--- src/hw/ddr3_pd_regs.svh ---
// timing constants for the power-down, odt and write-leveling spacing monitor
`ifndef DDR3_PD_REGS_SVH
`define DDR3_PD_REGS_SVH

`define CLK_PERIOD_PS 20000
`define CYC_FROM_PS(p) (((p) + `CLK_PERIOD_PS - 1) / `CLK_PERIOD_PS)

`define T_XP_NCK 3
`define T_XP_PS 6000
`define T_XPDLL_NCK 10
`define T_XPDLL_PS 24000
`define T_CKE_NCK 3
`define T_CKE_PS 5625
`define T_MOD_NCK 12
`define T_MOD_PS 15000
`define T_WR_PS 15000
`define T_REFI_PS 7800000
`define PD_MAX_REFI 9
`define T_CPDED_NCK 1
`define T_CMD_PDEN_NCK 1
`define RD_PDEN_EXTRA 5
`define WR_PDEN_BL8 4
`define WR_PDEN_BC4 2
`define ODTH4_NCK 4
`define ODTH8_NCK 6
`define T_WLMRD_NCK 40
`define T_WLDQSEN_NCK 25
`define CNT_W 12

`endif

--- src/hw/ddr3_pd_pkg.sv ---
// types shared by the spacing monitor and its counters
`default_nettype none
package ddr3_pd_pkg;

  typedef enum logic [3:0] {
    CMD_NOP = 4'h0,
    CMD_DES = 4'h1,
    CMD_ACT = 4'h2,
    CMD_PRE = 4'h3,
    CMD_PREA = 4'h4,
    CMD_REF = 4'h5,
    CMD_RD = 4'h6,
    CMD_RDA = 4'h7,
    CMD_WR = 4'h8,
    CMD_WRA = 4'h9,
    CMD_MRS = 4'ha,
    CMD_ZQC = 4'hb
  } cmd_type;

  typedef enum logic [3:0] {
    VIO_NONE = 4'h0,
    VIO_PD_ENTRY = 4'h1,
    VIO_CPDED = 4'h2,
    VIO_PD_SHORT = 4'h3,
    VIO_PD_LONG = 4'h4,
    VIO_XP = 4'h5,
    VIO_XPDLL = 4'h6,
    VIO_ODT = 4'h7,
    VIO_WLMRD = 4'h8,
    VIO_WLDQSEN = 4'h9
  } viol_type;

  typedef struct packed {
    logic [11:0] remain;
  } counter_state_type;

  typedef struct packed {
    logic ckePrev;
    logic odtPrev;
    logic inPd;
    logic cpded;
    logic pdFrozen;
    logic rowsOpen;
    logic [11:0] pdCount;
    logic cmdSampled;
    logic odtTermOn;
    logic violation;
    viol_type violationCode;
  } monitor_state_type;

endpackage
`default_nettype wire

--- src/hw/ddr3_pd_monitor.sv ---
// device-side checker of power-down, odt and write-leveling command spacing
`default_nettype none
`include "ddr3_pd_regs.svh"
module ddr3_pd_monitor (
  input wire logic ref_clk,
  input wire logic arst_n,
  input wire ddr3_pd_pkg::cmd_type cmd,
  input wire logic cke,
  input wire logic odt,
  input wire logic writeChop4,
  input wire logic bc4Fixed,
  input wire logic [4:0] readLatency,
  input wire logic [4:0] writeLatency,
  input wire logic [4:0] writeRecovery,
  input wire logic dllFrozenPd,
  input wire logic wlProgram,
  input wire logic dqsDrive,
  input wire logic dqsRise,
  input wire logic initDone,
  output logic powerDown,
  output logic cmdSampled,
  output logic odtTermOn,
  output logic violation,
  output ddr3_pd_pkg::viol_type violationCode
);
  import ddr3_pd_pkg::*;

  function automatic logic [11:0] maxCyc(input int nck, input int ps);
    int cyc;
    cyc = `CYC_FROM_PS(ps);
    if (cyc < 1)
    begin
      cyc = 1;
    end
    maxCyc = (nck > cyc) ? 12'(nck) : 12'(cyc);
  endfunction

  localparam logic [11:0] XpCycles = maxCyc(`T_XP_NCK, `T_XP_PS);
  localparam logic [11:0] XpdllCycles = maxCyc(`T_XPDLL_NCK, `T_XPDLL_PS);
  localparam logic [11:0] CkeCycles = maxCyc(`T_CKE_NCK, `T_CKE_PS);
  localparam logic [11:0] ModCycles = maxCyc(`T_MOD_NCK, `T_MOD_PS);
  localparam logic [11:0] WrCycles = 12'(`CYC_FROM_PS(`T_WR_PS));
  // longest residency rounds down; 3510 cycles at this clock rate
  localparam logic [11:0] PdMaxCycles = 12'((`PD_MAX_REFI * `T_REFI_PS) / `CLK_PERIOD_PS);

  ////////////////////////////////////////////////////////////////////////////////////////
  // spacing counters

  logic guardLoad, xpLoad, xpdllLoad, odtLoad, wlLoad;
  logic [11:0] guardCycles, odtCycles;
  logic guardBusy, xpBusy, xpdllBusy, odtBusy, mrdBusy, dqsEnBusy;

  spacing_counter guardCnt (
    .ref_clk(ref_clk), .arst_n(arst_n), .load(guardLoad), .loadCycles(guardCycles),
    .busy(guardBusy));
  spacing_counter xpCnt (
    .ref_clk(ref_clk), .arst_n(arst_n), .load(xpLoad), .loadCycles(XpCycles),
    .busy(xpBusy));
  spacing_counter xpdllCnt (
    .ref_clk(ref_clk), .arst_n(arst_n), .load(xpdllLoad), .loadCycles(XpdllCycles),
    .busy(xpdllBusy));
  spacing_counter odtCnt (
    .ref_clk(ref_clk), .arst_n(arst_n), .load(odtLoad), .loadCycles(odtCycles),
    .busy(odtBusy));
  spacing_counter mrdCnt (
    .ref_clk(ref_clk), .arst_n(arst_n), .load(wlLoad), .loadCycles(12'(`T_WLMRD_NCK)),
    .busy(mrdBusy));
  spacing_counter dqsEnCnt (
    .ref_clk(ref_clk), .arst_n(arst_n), .load(wlLoad), .loadCycles(12'(`T_WLDQSEN_NCK)),
    .busy(dqsEnBusy));

  ////////////////////////////////////////////////////////////////////////////////////////
  // command decode and checks

  monitor_state_type state_reg;
  monitor_state_type state_next;
  logic isNop, isRead, isWrite, entry, exitPd, cmdLive, odtRise, odtFall;
  logic vioNow;
  viol_type vioCode;
  logic [11:0] wrBase;

  always_comb
  begin
    state_next = state_reg;
    isNop = (cmd == CMD_NOP) || (cmd == CMD_DES);
    isRead = (cmd == CMD_RD) || (cmd == CMD_RDA);
    isWrite = (cmd == CMD_WR) || (cmd == CMD_WRA);
    entry = !state_reg.inPd && !cke && state_reg.ckePrev;
    exitPd = state_reg.inPd && cke;
    // the bus is still sampled in the entry cycle and one cycle after
    cmdLive = !state_reg.inPd || state_reg.cpded;
    odtRise = odt && !state_reg.odtPrev;
    odtFall = !odt && state_reg.odtPrev;
    vioNow = 1'b0;
    vioCode = VIO_NONE;

    // fixed chop-4 shortens the write tail
    wrBase = {7'h00, writeLatency} + (bc4Fixed ? 12'(`WR_PDEN_BC4) : 12'(`WR_PDEN_BL8));
    guardLoad = cmdLive && !isNop;
    case (cmd)
      CMD_ACT, CMD_PRE, CMD_PREA, CMD_REF: guardCycles = 12'(`T_CMD_PDEN_NCK);
      CMD_RD, CMD_RDA: guardCycles = {7'h00, readLatency} + 12'(`RD_PDEN_EXTRA);
      CMD_WR: guardCycles = wrBase + WrCycles;
      CMD_WRA: guardCycles = wrBase + {7'h00, writeRecovery} + 12'h001;
      CMD_MRS: guardCycles = ModCycles;
      default: guardCycles = 12'h000;
    endcase

    xpLoad = exitPd;
    xpdllLoad = exitPd && state_reg.pdFrozen;
    odtLoad = odtRise;
    if (odtRise && isWrite && !writeChop4 && !bc4Fixed)
    begin
      odtCycles = 12'(`ODTH8_NCK);
    end
    else
    begin
      odtCycles = 12'(`ODTH4_NCK);
    end
    wlLoad = wlProgram;

    // every check counts clock edges only
    if (entry && guardBusy)
    begin
      vioNow = 1'b1;
      vioCode = VIO_PD_ENTRY;
    end
    else if ((entry || state_reg.cpded) && !isNop)
    begin
      vioNow = 1'b1;
      vioCode = VIO_CPDED;
    end
    else if (exitPd && state_reg.pdCount < CkeCycles)
    begin
      vioNow = 1'b1;
      vioCode = VIO_PD_SHORT;
    end
    else if (state_reg.inPd && !cke && state_reg.pdCount >= PdMaxCycles)
    begin
      vioNow = 1'b1;
      vioCode = VIO_PD_LONG;
    end
    else if (!state_reg.inPd && !isNop && xpBusy)
    begin
      vioNow = 1'b1;
      vioCode = VIO_XP;
    end
    // only reads and synchronous odt wait for the dll
    else if (!state_reg.inPd && (isRead || odtRise) && xpdllBusy)
    begin
      vioNow = 1'b1;
      vioCode = VIO_XPDLL;
    end
    else if (odtFall && odtBusy)
    begin
      vioNow = 1'b1;
      vioCode = VIO_ODT;
    end
    else if (dqsRise && mrdBusy)
    begin
      vioNow = 1'b1;
      vioCode = VIO_WLMRD;
    end
    else if (dqsDrive && dqsEnBusy)
    begin
      vioNow = 1'b1;
      vioCode = VIO_WLDQSEN;
    end

    // power-down state
    state_next.ckePrev = cke;
    state_next.odtPrev = odt;
    state_next.odtTermOn = odt;
    state_next.cpded = entry;
    if (entry)
    begin
      state_next.inPd = 1'b1;
      state_next.pdCount = 12'h001;
      // open rows mean active power-down, where the dll keeps running
      state_next.pdFrozen = dllFrozenPd && !state_reg.rowsOpen;
    end
    else if (exitPd)
    begin
      state_next.inPd = 1'b0;
      state_next.pdCount = 12'h000;
    end
    else if (state_reg.inPd && state_reg.pdCount != 12'hfff)
    begin
      state_next.pdCount = state_reg.pdCount + 12'h001;
    end
    if (cmdLive && cmd == CMD_ACT)
    begin
      state_next.rowsOpen = 1'b1;
    end
    else if (cmdLive && (cmd == CMD_PRE || cmd == CMD_PREA))
    begin
      // single-bank precharge is treated as closing all rows
      state_next.rowsOpen = 1'b0;
    end

    // sticky until re-initialization; a new fault beats the clear
    if (vioNow)
    begin
      state_next.violation = 1'b1;
      if (!state_reg.violation)
      begin
        state_next.violationCode = vioCode;
      end
    end
    else if (initDone)
    begin
      state_next.violation = 1'b0;
      state_next.violationCode = VIO_NONE;
    end
    state_next.cmdSampled = !state_next.violation && (!state_next.inPd || state_next.cpded);
  end

  always_ff @(posedge ref_clk or negedge arst_n)
  begin
    if (!arst_n)
    begin
      state_reg <= '{ckePrev: 1'b0, odtPrev: 1'b0, inPd: 1'b0, cpded: 1'b0,
                     pdFrozen: 1'b0, rowsOpen: 1'b0, pdCount: 12'h000,
                     cmdSampled: 1'b1, odtTermOn: 1'b0, violation: 1'b0,
                     violationCode: VIO_NONE};
    end
    else
    begin
      state_reg <= state_next;
    end
  end

  ////////////////////////////////////////////////////////////////////////////////////////
  // outputs

  assign powerDown = state_reg.inPd;
  assign cmdSampled = state_reg.cmdSampled;
  assign odtTermOn = state_reg.odtTermOn;
  assign violation = state_reg.violation;
  assign violationCode = state_reg.violationCode;

endmodule
`default_nettype wire

--- src/hw/spacing_counter.sv ---
// down-counter holding the remaining cycles of one spacing constraint
`default_nettype none
module spacing_counter (
  input wire logic ref_clk,
  input wire logic arst_n,
  input wire logic load,
  input wire logic [11:0] loadCycles,
  output logic busy
);
  import ddr3_pd_pkg::*;

  counter_state_type state_reg;
  counter_state_type state_next;
  logic [11:0] decremented;
  logic [11:0] candidate;

  always_comb
  begin
    state_next = state_reg;
    decremented = (state_reg.remain != 12'h000) ? state_reg.remain - 12'h001 : 12'h000;
    // the load cycle itself counts as the first edge of the spacing
    candidate = (loadCycles > 12'h001) ? loadCycles - 12'h001 : 12'h000;
    state_next.remain = decremented;
    // a newer trigger never shortens a wait already running
    if (load && candidate > decremented)
    begin
      state_next.remain = candidate;
    end
  end

  always_ff @(posedge ref_clk or negedge arst_n)
  begin
    if (!arst_n)
    begin
      state_reg <= '0;
    end
    else
    begin
      state_reg <= state_next;
    end
  end

  assign busy = (state_reg.remain != 12'h000);

endmodule
`default_nettype wire

--- config.mk ---
export PLATFORM = sky130hd
export DESIGN_NAME = ddr3_pd_monitor
export DESIGN_NICKNAME = d
export VERILOG_FILES = /design/src/hw/ddr3_pd_pkg.sv /design/src/hw/ddr3_pd_monitor.sv /design/src/hw/spacing_counter.sv
export VERILOG_INCLUDE_DIRS = /design/src /design/src/hw
export SDC_FILE = /design/constraint.sdc
export NUM_CORES = 1
export LEC_CHECK = 0
export BUFFER_PORTS_ARGS = -buffer_cell sky130_fd_sc_hd__buf_2
export CORE_MARGIN = 4
export CORE_UTILIZATION = 56
export DETAILED_ROUTE_END_ITERATION = 10
export PLACE_DENSITY = 0.77
export SYNTH_ARGS = -nofsm -noshare
export SYNTH_HDL_FRONTEND = slang
export SYNTH_SLANG_ARGS = --single-unit
--- constraint.sdc ---
create_clock -name ref_clk -period 3.8 [get_ports ref_clk]
set_input_delay 0.57 -clock ref_clk [delete_from_list [all_inputs] [get_ports ref_clk]]
set_output_delay 0.57 -clock ref_clk [all_outputs]
set_load 0.03 [all_outputs]
### Yosys cells after proc, flatten, opt, wreduce, memory -nomap -nowiden

Cells that the tools add are included.

| storage, ports and cells | value |
|---|---|
| output and inout port bits | 8 |
| input bits | 30 |
| bits in registers | 96 |
| logic and storage cells | 161 |

| operators by class | value |
|---|---|
| order comparisons | 10 |
| equality and inequality tests | 12 |
| mux-type cells | 45 |
| reductions and logical operators | 64 |
| add/sub/neg operators | 14 |

Operators by type and width:

| operator | number |
|---|---|
| $mux 12 | 17 |
| $reduce_bool 12->1 | 6 |
| $sub 12x1->12 const B | 6 |
| $mux 4 | 10 |
| $pmux 8 s5 | 1 |
| $logic_and 1x1->1 | 33 |
| $gt 12x12->1 | 2 |
| $eq 4x3->1 const B | 4 |
| $mux 1 | 13 |
| $add 12x1->12 const B | 1 |
| $eq 4x4->1 const B | 3 |
| $ge 12x12->1 const B | 1 |
| $gt 2x12->1 const A | 1 |
| $gt 4x12->1 const A | 1 |
| $gt 5x12->1 const A | 1 |
| $gt 6x12->1 const A | 1 |
| $lt 12x2->1 const B | 1 |
| $ne 12x12->1 const B | 1 |
| $logic_not 1->1 | 10 |
| $mux 5 | 2 |
| $sub 8x1->9 const B | 1 |
| $add 7x1->8 const B | 1 |
| $eq 4x2->1 const B | 2 |
| $gt 8x1->1 const B | 1 |
| other kinds (17) | 25 |

### Logic depth before layout (Yosys ltp)

| logic depth | value |
|---|---|
| word-level depth | 15 |
| mapped depth | 20 |
| depth with buffers taken out | 20 |

### By module

A second synthesis with hierarchy kept.

| unflattened totals | value |
|---|---|
| cells, all modules | 1209 |
| area, all modules | 9924.5 sq um |

By module, submodules not included:

| module | times used | cells each | area an instance (sq um) | sequential area each (sq um) |
|---|---|---|---|---|
| spacing_counter at guardCnt ... | 5 | 162 | 1313.8 | 300.3 |
| ddr3_pd_monitor | 1 | 236 | 2014.4 | 601.8 |
| spacing_counter at dqsEnCnt | 1 | 163 | 1341.3 | 300.3 |

### Worst setup path after synthesis

Ideal clock, no wire load.

| timing path | value |
|---|---|
| path type | in2reg |
| from | in bc4Fixed |
| to | reg guardCnt.state_reg[2] (netlist bit) |
| arrival time | 4.961 ns |
| stages | 19 |
| buffers on the path | 1 |
| slack | -1.309 ns |
| library setup time | 0.148 ns |
| data required time | 3.652 ns |
| cell sequence | ha_1 > inv_1 > fa_1 > xor2_1 > inv_1 > ha_1 > a21oi_1 > nand2_1 > xnor2_1 > o221ai_1 > nor4_1 > mux2_2 > ha_1 > o21ai_0 > nor2_1 > o21ai_0 > a2111oi_1 > clkbuf_1 > o22ai_1 |

RTL lines:

| element | line | source |
|---|---|---|
| start: declaration | ddr3_pd_monitor.sv:11 | `input wire logic bc4Fixed,` |
| end signal: assignment | spacing_counter.sv:39 | `state_reg <= state_next;` |
| end: declaration | spacing_counter.sv:12 | `counter_state_type state_reg;` |

==> impl_metrics.py <==
metrics = {
    "detailed_routing": {
        "wl_per_cell_um": 16.2,
        "drt_wl_total_mm": 15.7,
        "drtIter0Drc": 415,
        "dr.pass1.iters": 5,
        "num_vias": 5780,
        "via_per_inst": 5.96,
        "drcViolationCount": 0,
        "antenna_left": 0,
    },
    "grt": {
        "use_met3_pct": 3.66,
        "grt_start_max_net_pins": 85,
        "globalRoute.totalOverflow": 0,
        "grt_pass1_vias": 5739,
        "grt_use_met2_pct": 42.1,
        "grtUsageTotal_pct": 24.5,
        "use_met1_pct": 31.6,
        "globalRoute.busiestLayer": "met2",
        "grt_pass1_wl_mm": 26.6,
        "antenna_found_initial": 2,
    },
    "hold_path": {
        "hp-class": "in2reg",
        "hold_end": "odtTermOn$_DFF_PN0_",
        "worstHoldPathCells": 1,
        "min-delay-start": "odt",
    },
    "synthesis": {
        "ys.flop_type": "dfrtp_1",
        "ys_warn_count": 0,
        "yosysMostFrequentCell": "nor2_1",
        "synth-seq-area-share_pct": 36.8,
        "synth_common_cells": "nor2_1, dfrtp_1, nand2_1, inv_1, o21ai_0",
        "async_flop_share_pct": 100,
        "ys_types": 74,
        "avgSynthCellArea_um2": 8.84,
        "yosys-top-cells-area": "dfrtp_1, ha_1, nor2_1",
        "syn_inst": 738,
        "synth.top_cell.area_share_pct": 36.4,
        "yosysTopAreaCell": "dfrtp_1",
        "synth_nets": 804,
        "syn_area_um2": 6530,
        "ys_ff_latch": 96,
        "synth-edff-count": 0,
    },
    "cts": {
        "cts_made_buffers": 9,
        "cts_buffer_depth": 2,
        "cts_sinks": 96,
        "cts_hold_buf": 0,
        "clk_latency_ns": 0.35,
        "htree_levels": 3,
        "clk_pin_slew_ns": 0.07,
        "cts_tree": "built",
        "clockRootBuffer": "clkbuf_16",
    },
    "timing": {
        "skew_ns": 0.0108,
        "min_period_ns": 4.40,
        "drv_slew": 0,
        "hold_viol": 0,
        "fmax_ghz": 0.227,
        "setup_viol": 12,
        "relSlewSlack_pct": 29.6,
        "rsz0062_at_grt": "yes",
        "tightest_slew_ns": 1.06,
        "setup_slack_ns": -0.596,
        "fin_crit_sh_pct": 116,
    },
    "critical_path": {
        "worstPathRequired_ns": 4.04,
        "crit_type": "in2reg",
        "r2r-start": "guardCnt.state_reg[0]$_DFF_PN0_",
        "critPathCaptureType": "register",
        "critPathLaunchType": "input port",
        "path_max_fanout": 8,
        "r2r_end": "guardCnt.state_reg[6]$_DFF_PN0_",
        "rrSetupSlack_ns": 0.06,
        "r2r_cells": 14,
        "cp.arrival_ns": 4.64,
    },
    "pwr": {
        "ir_worst_vdd_v": 0.000405,
        "p_leak_nw": 3.48,
        "p_per_area_nw_per_um2": 547,
    },
    "floorplan": {
        "rows": 39,
        "core_um2": 11400,
        "io_pins": 38,
        "dieArea_um2": 13400,
        "initial_utilization_pct": 57.2,
        "die_h_um": 116,
        "die_x_um": 116,
    },
    "placement": {
        "dp.cells": 945,
        "dpl.hpwl_mm": 11.4,
        "port_buffers": 37,
        "pre_cts_slack_ns": -0.974,
        "routabilityCongestion": 0.930,
    },
    "outcome": {
        "status": "finished with violations",
        "violations": "setup timing",
    },
    "final_layout": {
        "fill_cells": 883,
        "final_cell_count_no_fill": 970,
        "final_nets": 887,
        "multiInputGateArea_um2": 4130,
        "layout-drive-gt1-share_pct": 22.2,
        "area_growth_pct": 21.0,
        "seqCellArea_um2": 2400,
        "largest_register_ffs": 16,
    },
    "flow_run": {
        "max_cap_violations": 0,
    },
}
-- logic make-up (layout without fill, tap and decap cells) --
family	after synthesis	count (layout)	share of synthesized area (%)
AOI/OAI and AO/OA	143	143	14.2
xor gates and xnor gates	54	54	7.25
adders and majority gates	36	36	7.13
buffers and inverters	65	153	4.20
DFF	96	96	36.8
muxes	20	20	3.36
other	1	2	0.0575
and+or+nand+nor	323	323	27.0
-- routing by layer --
layer / share of wire [%] / wire length, um
met2: 50 / 7820
met5: 0.045 / 7
met3: 3.9 / 620
met1: 45 / 7050
met4: 1.5 / 229
-- worst max path at each step --
stage | from | to | slack, ns | depth (start not counted)
floorplan | bc4Fixed | guardCnt.state_reg[2]$_DFF_PN0_ | -0.72 | 19
global placement | bc4Fixed | guardCnt.state_reg[1]$_DFF_PN0_ | -0.84 | 21
finish | bc4Fixed | guardCnt.state_reg[6]$_DFF_PN0_ | -0.60 | 20
CTS | bc4Fixed | guardCnt.state_reg[1]$_DFF_PN0_ | -0.45 | 19
detailed placement | bc4Fixed | guardCnt.state_reg[1]$_DFF_PN0_ | -0.97 | 20
global route | bc4Fixed | guardCnt.state_reg[1]$_DFF_PN0_ | -0.77 | 21
-- power by group --
group / internal [mW] / switching (mW) / leakage [nW]
registers: 1.32 / 0.362 / 1.17
logic: 0.770 / 0.871 / 2.15
clock network: 0.611 / 0.389 / 0.165
-- area by class of cell --
| cell class | count | area share (%) |
|---|---|---|
| Clock inverter | 5 | 0.998 |
| Sequential cell | 96 | 30.4 |
| Multi-Input combinational cell | 577 | 52.3 |
| Tap cell | 143 | 2.27 |
| Antenna cell | 1 | 0.0317 |
| Inverter | 39 | 1.85 |
| Timing Repair Buffer | 98 | 8.87 |
| Clock buffer | 11 | 3.20 |
-- placed cells by master (no fill, tap or decap), types with 19 or more instances in the layout --
master	n
nand2_1	49
o21ai_0	29
xnor2_1	32
dfrtp_1	95
a21oi_1	32
nor3_1	35
xor2_1	19
inv_1	36
buf_4	59
buf_2	34
ha_1	25
nor2_1	91
-- worst max-delay path, cell delays in order --
cell,delay (ns)
buf_8,0.10
buf_6,0.11
fa_2,0.58
inv_2,0.06
ha_4,0.25
a21oi_2,0.19
a21o_1,0.19
and3_4,0.20
o31ai_4,0.08
nor4_2,0.30
buf_4,0.17
mux2_4,0.31
ha_4,0.27
nand4_1,0.14
nor2_2,0.15
a21oi_2,0.09
a2111oi_4,0.43
clkbuf_16,0.24
nor2_2,0.04
a21o_1,0.16
-- stage by stage --
stage	area, um2	hold WS, ns	utilization (%)	power (mW)	TNS, ns
global placement	7310	0.442	64.0	3.16	-9.46
floorplan	6660	0.274	-	2.86	-7.89
CTS	7780	0.364	68.2	4.31	-5.02
global route	7900	0.369	69.1	4.63	-8.65
finish	7900	0.370	69.1	4.32	-6.67
detailed placement	7310	0.457	64.0	3.28	-11.02
-- timing repair --
action,in CTS,in global routing
setup buffers,4,3
gates resized for setup,19,20
pin swaps,18,13
gates cloned,1,0
endpoints found under the setup margin,12,12
(Power assumes the default switching activity.)
